`src/ejector_pkg.sv`:
```
package ejector_pkg;
	localparam int VAC_W = 10;
	localparam int REF_CLK_HZ = 200_000_000;
	localparam int MS_PER_S = 1000;
	localparam int MS_CYCLES = REF_CLK_HZ / MS_PER_S;
	localparam int IMP_MIN_PULSE_MS = 50;
	localparam int IMP_MIN_CYCLES = REF_CLK_HZ / MS_PER_S * IMP_MIN_PULSE_MS;
	localparam int FLASH_HALF_MS = 250;
	localparam int FLASH_W = $clog2(FLASH_HALF_MS);
	localparam logic [FLASH_W-1:0] FLASH_LAST = FLASH_W'(FLASH_HALF_MS - 1);

	localparam logic [3:0] OFS_CFG = 4'h0;
	localparam logic [3:0] OFS_OFF = 4'h4;
	localparam logic [3:0] OFS_PRES = 4'h8;
	localparam logic [3:0] OFS_STAT = 4'hC;

	// Input slots: two controller pins, then four buttons
	localparam int NUM_PIN = 2;
	localparam int NUM_IN = 6;
	localparam int IN_SUCK = 0;
	localparam int IN_BLOW = 1;
	localparam int BTN_ON = 2;
	localparam int BTN_OFF = 3;
	localparam int BTN_BLOW = 4;
	localparam int BTN_STOP = 5;

	typedef enum logic [1:0] {VAR_NO = 2'b00, VAR_NC = 2'b01, VAR_IMP = 2'b10} variant_type;
	typedef enum logic [1:0] {ST_IDLE = 2'b00, ST_SUCK = 2'b01, ST_BLOW = 2'b10} state_type;
	typedef enum logic [1:0] {LVL_LOW = 2'b00, LVL_MID = 2'b01, LVL_HIGH = 2'b10} level_type;

	// Field layout is the register layout, low bit last
	typedef struct packed {
		logic [VAC_W-1:0] blowMs;
		logic manual;
		logic npn;
		logic airSave;
		logic autoBlow;
		variant_type variant;
	} cfg_type;
	localparam int CFG_W = $bits(cfg_type);

	typedef struct packed {
		logic [VAC_W-1:0] hyst;
		logic [VAC_W-1:0] point;
	} point_type;
	localparam int PT_W = $bits(point_type);

	typedef struct packed {
		level_type level;
		state_type state;
		logic [VAC_W-1:0] vacuum;
	} status_type;
	localparam int STAT_W = $bits(status_type);

	typedef struct packed {
		logic suctionLed;
		logic blowLed;
		logic limitOffLed;
		logic limitPresentLed;
		logic statusRed;
		logic statusGreen;
		logic blowDisplay;
	} ind_type;

	localparam cfg_type CFG_RST = '{blowMs: 10'h0C8, manual: 1'b0, npn: 1'b0, airSave: 1'b0,
		autoBlow: 1'b1, variant: VAR_NC};
	localparam point_type OFF_RST = '{hyst: 10'h096, point: 10'h2EE};
	localparam point_type PRES_RST = '{hyst: 10'h00A, point: 10'h226};
endpackage : ejector_pkg

```
`src/input_qualifier.sv`:
```
`timescale 1ns/100ps
`default_nettype none
module input_qualifier #(
	parameter int MIN_CYCLES = 1
) (
	input wire logic ref_clk,
	input wire logic nrst,
	input wire logic pinRaw,
	input wire logic invert,
	output logic active,
	output logic fire
);
	import ejector_pkg::*;
	localparam int CW = $clog2(MIN_CYCLES + 1);
	localparam logic [CW-1:0] CNT_MAX = CW'(MIN_CYCLES);
	logic meta_q, meta_d, sync_q, sync_d;
	logic [CW-1:0] cnt_q, cnt_d;

	assign active = sync_q ^ invert;
	// One pulse per assertion held MIN_CYCLES cycles or more, so a held input never fires twice
	assign fire = active && (cnt_q == CNT_MAX - 1'b1);

	always_comb begin
		meta_d = pinRaw;
		sync_d = meta_q;
		cnt_d = cnt_q;
		if (!active) begin
			cnt_d = '0;
		end else if (cnt_q != CNT_MAX) begin
			cnt_d = cnt_q + 1'b1;
		end
	end

	always_ff @(posedge ref_clk) begin
		if (!nrst) begin
			meta_q <= 1'b0;
			sync_q <= 1'b0;
			cnt_q <= '0;
		end else begin
			meta_q <= meta_d;
			sync_q <= sync_d;
			cnt_q <= cnt_d;
		end
	end
endmodule : input_qualifier
`default_nettype wire

```
`src/level_compare.sv`:
```
`timescale 1ns/100ps
`default_nettype none
module level_compare (
	input wire logic ref_clk,
	input wire logic nrst,
	input wire logic [ejector_pkg::VAC_W-1:0] vacuum,
	input wire ejector_pkg::point_type offPt,
	input wire ejector_pkg::point_type presPt,
	output ejector_pkg::level_type level
);
	import ejector_pkg::*;
	level_type level_q, level_d;
	logic [VAC_W-1:0] offThr, presThr;

	// Saturates so a hysteresis larger than its point cannot wrap
	function automatic logic [VAC_W-1:0] lowered(input point_type p);
		return (p.hyst > p.point) ? '0 : p.point - p.hyst;
	endfunction : lowered

	assign level = level_q;

	always_comb begin
		offThr = (level_q == LVL_HIGH) ? lowered(offPt) : offPt.point;
		presThr = (level_q != LVL_LOW) ? lowered(presPt) : presPt.point;
		if (vacuum > offThr) begin
			level_d = LVL_HIGH;
		end else if (vacuum > presThr) begin
			level_d = LVL_MID;
		end else begin
			level_d = LVL_LOW;
		end
	end

	always_ff @(posedge ref_clk) begin
		if (!nrst) begin
			level_q <= LVL_LOW;
		end else begin
			level_q <= level_d;
		end
	end
endmodule : level_compare
`default_nettype wire

```
`src/vacuum_ejector_control_status.sv`:
```
`timescale 1ns/100ps
`default_nettype none
module vacuum_ejector_control_status #(
	parameter int MS_CYCLES_P = ejector_pkg::MS_CYCLES,
	parameter int IMP_MIN_CYCLES_P = ejector_pkg::IMP_MIN_CYCLES
) (
	input wire logic ref_clk,
	input wire logic nrst,
	input wire logic [3:0] regAddr,
	input wire logic [31:0] regWdata,
	input wire logic regWrite,
	input wire logic regRead,
	output logic [31:0] regRdata,
	input wire logic suctionPin,
	input wire logic blowPin,
	input wire logic [3:0] buttonPin,
	input wire logic [ejector_pkg::VAC_W-1:0] vacuum,
	output logic nozzleOn,
	output logic blowValve,
	output logic pressureSwitchOut,
	output ejector_pkg::ind_type indicators
);
	import ejector_pkg::*;
	localparam int MSW = $clog2(MS_CYCLES_P + 1);
	localparam logic [MSW-1:0] MS_LAST = MSW'(MS_CYCLES_P - 1);

	cfg_type cfg_q, cfg_d;
	point_type offPt_q, offPt_d, presPt_q, presPt_d;
	status_type stat;
	logic [31:0] rdata_q, rdata_d;
	logic [NUM_IN-1:0] pinVec, inActive, inFire;
	level_type level;
	state_type state_q, state_d;
	logic timed_q, timed_d, stale_q, stale_d, manSuck_q, manSuck_d;
	logic [VAC_W-1:0] blowCnt_q, blowCnt_d;
	logic isImp, isNo, autoOk, suckWant, blowWant, suckStart;
	logic [MSW-1:0] msCnt_q, msCnt_d;
	logic msTick;
	logic [FLASH_W-1:0] flashCnt_q, flashCnt_d;
	logic flash_q, flash_d;
	ind_type ind_q, ind_d;
	logic nozzle_q, nozzle_d, blowV_q, blowV_d, psw_q, psw_d;

	assign regRdata = rdata_q;
	assign indicators = ind_q;
	assign nozzleOn = nozzle_q;
	assign blowValve = blowV_q;
	assign pressureSwitchOut = psw_q;

	// Controller pins follow the stored polarity, buttons do not
	assign pinVec = {buttonPin, blowPin, suctionPin};
	for (genvar gi = 0; gi < NUM_IN; gi++) begin : g_in
		input_qualifier #(
			.MIN_CYCLES(gi == IN_SUCK ? IMP_MIN_CYCLES_P : 1)
		) u_qual (
			.ref_clk(ref_clk),
			.nrst(nrst),
			.pinRaw(pinVec[gi]),
			.invert(gi < NUM_PIN ? cfg_q.npn : 1'b0),
			.active(inActive[gi]),
			.fire(inFire[gi])
		);
	end

	level_compare u_level (
		.ref_clk(ref_clk),
		.nrst(nrst),
		.vacuum(vacuum),
		.offPt(offPt_q),
		.presPt(presPt_q),
		.level(level)
	);

	// Register port
	always_comb begin
		cfg_d = cfg_q;
		offPt_d = offPt_q;
		presPt_d = presPt_q;
		rdata_d = '0;
		stat = '{level: level, state: state_q, vacuum: vacuum};
		if (regWrite) begin
			case (regAddr)
				OFS_CFG: cfg_d = cfg_type'(regWdata[CFG_W-1:0]);
				OFS_OFF: offPt_d = point_type'(regWdata[PT_W-1:0]);
				OFS_PRES: presPt_d = point_type'(regWdata[PT_W-1:0]);
				default: ;
			endcase
		end
		if (regRead) begin
			case (regAddr)
				OFS_CFG: rdata_d = 32'(cfg_q);
				OFS_OFF: rdata_d = 32'(offPt_q);
				OFS_PRES: rdata_d = 32'(presPt_q);
				OFS_STAT: rdata_d = 32'(stat);
				default: rdata_d = '0;
			endcase
		end
	end

	always_ff @(posedge ref_clk) begin
		if (!nrst) begin
			cfg_q <= CFG_RST;
			offPt_q <= OFF_RST;
			presPt_q <= PRES_RST;
			rdata_q <= '0;
		end else begin
			cfg_q <= cfg_d;
			offPt_q <= offPt_d;
			presPt_q <= presPt_d;
			rdata_q <= rdata_d;
		end
	end

	// Millisecond tick and flash phase
	always_comb begin
		msTick = (msCnt_q == MS_LAST);
		msCnt_d = msTick ? '0 : msCnt_q + 1'b1;
		flashCnt_d = flashCnt_q;
		flash_d = flash_q;
		if (msTick) begin
			flashCnt_d = (flashCnt_q == FLASH_LAST) ? '0 : flashCnt_q + 1'b1;
			flash_d = (flashCnt_q == FLASH_LAST) ? !flash_q : flash_q;
		end
	end

	always_ff @(posedge ref_clk) begin
		if (!nrst) begin
			msCnt_q <= '0;
			flashCnt_q <= '0;
			flash_q <= 1'b0;
		end else begin
			msCnt_q <= msCnt_d;
			flashCnt_q <= flashCnt_d;
			flash_q <= flash_d;
		end
	end

	// Ejector sequencing
	always_comb begin
		isImp = (cfg_q.variant == VAR_IMP);
		isNo = (cfg_q.variant == VAR_NO);
		autoOk = cfg_q.autoBlow && !isImp;
		manSuck_d = manSuck_q;
		if (inFire[BTN_ON]) begin
			manSuck_d = 1'b1;
		end
		if (inFire[BTN_OFF] || inFire[BTN_STOP] || !cfg_q.manual) begin
			manSuck_d = 1'b0;
		end
		if (cfg_q.manual) begin
			suckWant = manSuck_q;
			blowWant = inActive[BTN_BLOW];
			suckStart = manSuck_q;
		end else begin
			suckWant = isNo ? !inActive[IN_SUCK] : inActive[IN_SUCK];
			blowWant = inActive[IN_BLOW];
			suckStart = isImp ? (inFire[IN_SUCK] && !stale_q) : suckWant;
		end
		// A suction level seen during blow-off stays stale until it drops
		stale_d = (state_q == ST_BLOW) || (stale_q && inActive[IN_SUCK]);
		state_d = state_q;
		timed_d = timed_q;
		blowCnt_d = blowCnt_q;
		unique case (state_q)
			ST_IDLE: begin
				if (blowWant) begin
					state_d = ST_BLOW;
					timed_d = 1'b0;
				end else if (suckStart) begin
					state_d = ST_SUCK;
				end
			end
			ST_SUCK: begin
				if (blowWant) begin
					state_d = ST_BLOW;
					timed_d = 1'b0;
				end else if ((!isImp || cfg_q.manual) && !suckWant) begin
					state_d = autoOk ? ST_BLOW : ST_IDLE;
					timed_d = autoOk;
					blowCnt_d = '0;
				end
			end
			ST_BLOW: begin
				if (blowWant) begin
					timed_d = 1'b0;
				end else if (!timed_q || blowCnt_q >= cfg_q.blowMs) begin
					state_d = ST_IDLE;
				end else if (msTick) begin
					blowCnt_d = blowCnt_q + 1'b1;
				end
			end
			default: state_d = ST_IDLE;
		endcase
	end

	always_ff @(posedge ref_clk) begin
		if (!nrst) begin
			state_q <= ST_IDLE;
			timed_q <= 1'b0;
			stale_q <= 1'b0;
			manSuck_q <= 1'b0;
			blowCnt_q <= '0;
		end else begin
			state_q <= state_d;
			timed_q <= timed_d;
			stale_q <= stale_d;
			manSuck_q <= manSuck_d;
			blowCnt_q <= blowCnt_d;
		end
	end

	// Valves, switch output and indicators
	always_comb begin
		nozzle_d = (state_q == ST_SUCK) && !(cfg_q.airSave && level == LVL_HIGH);
		blowV_d = (state_q == ST_BLOW);
		psw_d = (level == LVL_HIGH) ^ cfg_q.npn;
		ind_d = '0;
		ind_d.blowDisplay = (state_q == ST_BLOW);
		ind_d.blowLed = (state_q == ST_BLOW);
		if (isNo) begin
			ind_d.suctionLed = (state_q != ST_SUCK);
		end else begin
			ind_d.suctionLed = (state_q == ST_SUCK);
		end
		// Only a running suction cycle lights the status display
		if (state_q == ST_SUCK) begin
			ind_d.statusRed = (level == LVL_LOW) || (level == LVL_MID && flash_q);
			ind_d.statusGreen = (level == LVL_HIGH);
		end
		ind_d.limitOffLed = (level == LVL_HIGH);
		ind_d.limitPresentLed = (level != LVL_LOW);
	end

	always_ff @(posedge ref_clk) begin
		if (!nrst) begin
			nozzle_q <= 1'b0;
			blowV_q <= 1'b0;
			psw_q <= 1'b0;
			ind_q <= '0;
		end else begin
			nozzle_q <= nozzle_d;
			blowV_q <= blowV_d;
			psw_q <= psw_d;
			ind_q <= ind_d;
		end
	end
endmodule : vacuum_ejector_control_status
`default_nettype wire

```
`config.mk`:
```
export PLATFORM = sky130hd
export DESIGN_NAME = vacuum_ejector_control_status
export DESIGN_NICKNAME = d
export VERILOG_FILES = /design/src/ejector_pkg.sv /design/src/input_qualifier.sv /design/src/level_compare.sv /design/src/vacuum_ejector_control_status.sv
export SDC_FILE = /design/constraint.sdc
export NUM_CORES = 1
export LEC_CHECK = 0
export BUFFER_PORTS_ARGS = -buffer_cell sky130_fd_sc_hd__buf_2
export CORE_MARGIN = 3
export CORE_UTILIZATION = 40
export CTS_BUF_LIST = sky130_fd_sc_hd__clkbuf_8
export CTS_CLUSTER_SIZE = 10
export DETAILED_ROUTE_END_ITERATION = 8
export GPL_ROUTABILITY_DRIVEN = 1
export PLACE_DENSITY = 0.59
export SLEW_MARGIN = 25
export SYNTH_ARGS = -nofsm -noshare
export SYNTH_HDL_FRONTEND = slang
export SYNTH_HIERARCHICAL = 1
export SYNTH_SLANG_ARGS = --single-unit
```
`constraint.sdc`:
```
create_clock -name ref_clk -period 3.25 [get_ports ref_clk]
set_clock_uncertainty 0.1 [all_clocks]
set_input_delay 0.8125 -clock ref_clk [delete_from_list [all_inputs] [get_ports ref_clk]]
set_output_delay 0.8125 -clock ref_clk [all_outputs]
set_load 0.05 [all_outputs]
```
Word-level counts from Yosys, hierarchy flattened:

Index checks and enable logic that the tools add are counted.

* flip-flop bits (word level): 179
* bits of input ports: 56
* logic and storage cells: 172

* add/sub/neg operators: 9
* magnitude comparators: 5
* eq/ne operators: 22
* multiplexer cells: 35
* bitwise gates (word level): 7
* reduce and logical (&&, ||, !) cells: 49

Operators by type and width (count)
* 2-to-1 mux 10 bit: 9
* case mux 20 bit (4 select lines): 1
* greater-than comparator 10 bit: 4
* adder 24 x 1 -> 24 bit, second input constant: 1
* == test 24 bit, second input constant: 1
* inequality test 24 bit, second input constant: 1
* case mux 10 bit (2 select lines): 1
* AND reduction 2 bit: 10
* subtractor 10 bit: 2
* adder 18 x 1 -> 18 bit, second input constant: 1
* == test 18 bit, second input constant: 1
* 2-to-1 mux 2 bit: 8
* 2-to-1 mux 1 bit: 13
* logical AND 1 bit: 11
* adder 10 x 1 -> 10 bit, second input constant: 1
* >= comparator 10 bit: 1
* inequality test 2 bit, second input constant: 5
* adder 8 x 1 -> 8 bit, second input constant: 1
* == test 4 bit, second input constant: 2
* == test 8 bit, second input constant: 1
* zero test 1 bit: 8
* 2-to-1 mux 8 bit: 1
* OR reduction 2 bit: 4
* == test 2 bit, second input constant: 3
* other kinds (16): 36

Depth between registers and ports, before layout:

* word-level depth: 9
* mapped depth: 15
* mapped depth without buffers: 15

Hierarchy:

The synthesis kept the hierarchy.

Modules (own cells, without submodules)
* vacuum_ejector_control_status: times used 1, cells an instance 658, area an instance 5611.6 um^2, seq. area each 2522.4 um^2
* level_compare: times used 1, cells an instance 225, area an instance 1630.3 um^2, seq. area each 40.0 um^2
* input_qualifier (g_in[0].u_qual): times used 1, cells an instance 147, area an instance 1256.2 um^2, seq. area each 520.5 um^2
* input_qualifier (g_in[1].u_qual ...): times used 5, cells an instance 8, area an instance 97.6 um^2, seq. area each 60.1 um^2

Worst setup path before layout:

OpenSTA, ideal clock, no wires.

* kind: register -> register
* start: reg presPt_q[0] (netlist bit)
* end: reg u_level.level_q[0] (netlist: u_level/level[0])
* setup time: 0.133 ns
* arrival: 2.831 ns
* path slack: 0.186 ns
* stages on the path, launching flop included: 16
* period minus slack after synthesis: 3.064 ns
* cells stage by stage: dfxtp_1 > inv_1 > ha_1 > inv_1 > fa_1 > a21o_1 > a221o_1 > a221oi_4 > o21ai_0 > o211ai_1 > ha_1 > a21oi_1 > o21ai_0 > nand2b_1 > o311ai_0 > a211oi_1

* word-level cells in the longest chain between the ends: 5
* elaborated cells between the ends (all ways): 6

Ends and longest elaborated chain
* start: declaration: line vacuum_ejector_control_status.sv:28 `point_type offPt_q, offPt_d, presPt_q, presPt_d;`
* start signal: assignment: line vacuum_ejector_control_status.sv:109 `presPt_q <= presPt_d;`
* subtractor 10 bit or greater-than comparator 10 bit (tied branches): line level_compare.sv:17 `return (p.hyst > p.point) ? '0 : p.point - p.hyst;`
* 2-to-1 mux 10 bit: line level_compare.sv:17
* 2-to-1 mux 10 bit (*): line level_compare.sv:24 `presThr = (level_q != LVL_LOW) ? lowered(presPt) : presPt.point;`
* greater-than comparator 10 bit (*): line level_compare.sv:27 `end else if (vacuum > presThr) begin`
* 2-to-1 mux 1 bit (*): line level_compare.sv:27
* end signal: assignment: line level_compare.sv:38 `level_q <= level_d;`
* end: declaration: line level_compare.sv:12 `level_type level_q, level_d;`

Every way passes the cells marked *; elsewhere a longest branch is shown, timed or not.
A chain may end at the register's enable or synchronous reset.

Worst setup path after layout:

Same ends and word-level chain as after synthesis.

==> impl_metrics.json <==
{
  "outcome": "completed",
  "worstMarginPinSlew_ns": 0.8192,
  "n_fill_cell": 2137,
  "wl_per_cell_microns": 16.48,
  "ios": 98,
  "multi_input_area_sq_um": 5339,
  "clk_pin_slew_ns": 0.10,
  "hpwl_microns": 17360,
  "vias": 7787,
  "dieHeight_microns": 155.3,
  "route.antenna.remaining_nets": 0,
  "slew_headroom": 0.4526,
  "required_ns": 3.50,
  "syn-mean-instance-area_sq_um": 8.377,
  "fmax_mhz": 311.3,
  "ir_drop_v": 0.0002470,
  "numCtsBuffers": 17,
  "dr.pass1.iters": 5,
  "clkLatencyLatePin_ns": 0.46,
  "area_delta_synth_final_pct": 16.38,
  "die_w_microns": 155.3,
  "core_area_sq_um": 21490,
  "critPathMaxFanout": 5,
  "rsz0062_at_grt": "yes",
  "hold-worst-slack_ns": 0.3415,
  "period_share": 0.9885,
  "finalWirelength_microns": 23860,
  "critPathArrivalTime_ns": 3.46,
  "gp_congestion": 0.8698,
  "tritoncts": "yes",
  "dp_cells": 1408,
  "grt_use_total": 0.1960,
  "fp.dieArea_sq_um": 24110,
  "syn-cell-area_sq_um": 8914,
  "layout.nets": 1274,
  "drive_above_1_share": 0.1799,
  "grt_pass1_wl_microns": 38140,
  "seqCellArea_sq_um": 3348,
  "cap_violations": 0,
  "min_period_ns": 3.213,
  "finalSetupViolCount": 0,
  "yosys_warnings": 6,
  "utilization": 0.4828,
  "cts_root_buf": "clkbuf_8",
  "port_buffers": 73,
  "core.rowCount": 53,
  "via_per_inst": 5.378,
  "diodes": 0,
  "drc_errors": 0,
  "cts.sink_count": 167,
  "power_density_nw_per_um2": 421.7,
  "cp_slowest_cell": "a221o_1",
  "initial_utilization": 0.4149,
  "grt_max_degree": 98,
  "fin_cells": 1448,
  "hold_buffers": 0,
  "hp-class": "reg2reg",
  "crit_path_end_kind": "register",
  "cp_cell_sequence": "inv_2 -> ha_4 -> inv_2 -> fa_2 -> a21o_1 -> a221o_1 -> a221oi_4 -> buf_6 -> buf_6 -> nor3b_1 -> a21oi_1 -> ha_1 -> a21oi_2 -> nor2_1 -> nor3_2 -> a211oi_2",
  "max_stage_delay_ns": 0.38,
  "htree_levels": 4,
  "critPathKind": "reg2reg",
  "start_kind": "register",
  "p_leak_nw": 4.130,
  "cts.path.max_buffers": 2,
  "p_total_mw": 4.375,
  "finalMaxSlewViolations": 0,
  "first_global_vias": 7314,
  "synth_cells": 1064,
  "antenna_found_initial": 0,
  "grt_overflow": 0,
  "drt_iter0_markers": 606,
  "hold_violations": 0
}
## final cells by class
cell class | instances | area share
well taps | 275 | 0.03317
inverters | 57 | 0.02062
clock buffers | 18 | 0.02388
multi-input cells | 798 | 0.5147
clock inverters | 14 | 0.01291
flip-flops and latches | 167 | 0.3228
repair buffers | 119 | 0.07201
## layout by cell type (no fill, tap or decap), drive strengths merged, types with 3 or more instances in the layout
cell	instances
o21ai	27
a22oi	43
dfxtp	167
a31oi	3
nor2	60
and3	15
or4	10
and2	30
nor4b	8
conb	16
and2b	4
nand3	52
xor2	33
and4	11
a211oi	3
clkinv	6
o31ai	12
a21oi	60
nand4	27
nand2	162
xnor2	17
nand2b	7
or3	12
clkbuf	18
o211ai	16
a21boi	35
o21a	8
buf	119
nor2b	13
ha	56
o22ai	4
mux2i	3
nor3	17
inv	64
a21o	6
## worst max-delay path, delay by kind of cell, from the launching register on
kind / cells / cell delay [ns]
DFF: 1 / 0.34
buffers and inverters: 4 / 0.37
and+or+nand+nor: 3 / 0.31
adders and majority gates: 3 / 0.76
AOI/OAI and AO/OA: 6 / 1.22
## timing repair
action,in CTS,in global routing
setup buffers,1,7
hold endpoints to repair,0,0
resized for setup,9,40
pin swaps,4,26
setup endpoints to repair,2,2
## layer usage
layer,track usage,wire [microns],vias up
met5,0,0,-
met4,0.05836,437,0
met3,0.03255,1148,24
met2,0.3023,10380,170
met1,0.2822,11890,3666
li1,-,-,3927
## per-stage QoR
step	setup TNS [ns]	worst slack, ns	area (sq um)
floorplan	0	0.1861	8970
global route	-0.08694	-0.08694	10370
detailed placement	-0.2105	-0.1158	9703
CTS	0	0.008223	10120
global placement	-0.01918	-0.01848	9703
finish	0	0.03728	10370
## registers in the layout, indices dropped and copies added (netlist names), 2 cells and up
| name | count |
|---|---|
| g_in.u_qual/cnt_q | 27 |
| msCnt_q | 18 |
| u_level/level | 2 |
| presPt_q | 20 |
| state_q | 2 |
| flashCnt_q | 8 |
| regRdata | 20 |
| indicators | 5 |
| blowCnt_q | 10 |
| cfg_q | 16 |
| g_in.u_qual/meta_q | 6 |
| g_in.u_qual/sync_q | 6 |
| offPt_q | 20 |
## where the power goes
group	leakage (nW)	total [mW]	switching (mW)	internal, mW
sequential	1.35	2.12	0.0349	2.09
combinational	2.58	0.798	0.473	0.325
clock	0.194	1.45	0.870	0.584
## path summary, 6_finish.rpt
path	start	end	slack, ns	depth (start not counted)
max	presPt_q[0]	u_level/level[0]	0.04	16
min	g_in[2].u_qual/meta_q	g_in[2].u_qual/sync_q	0.34	1
max reg2reg	presPt_q[0]	u_level/level[0]	0.04	16
min reg2reg	g_in[2].u_qual/meta_q	g_in[2].u_qual/sync_q	0.34	1
(Power assumes the default switching activity.)
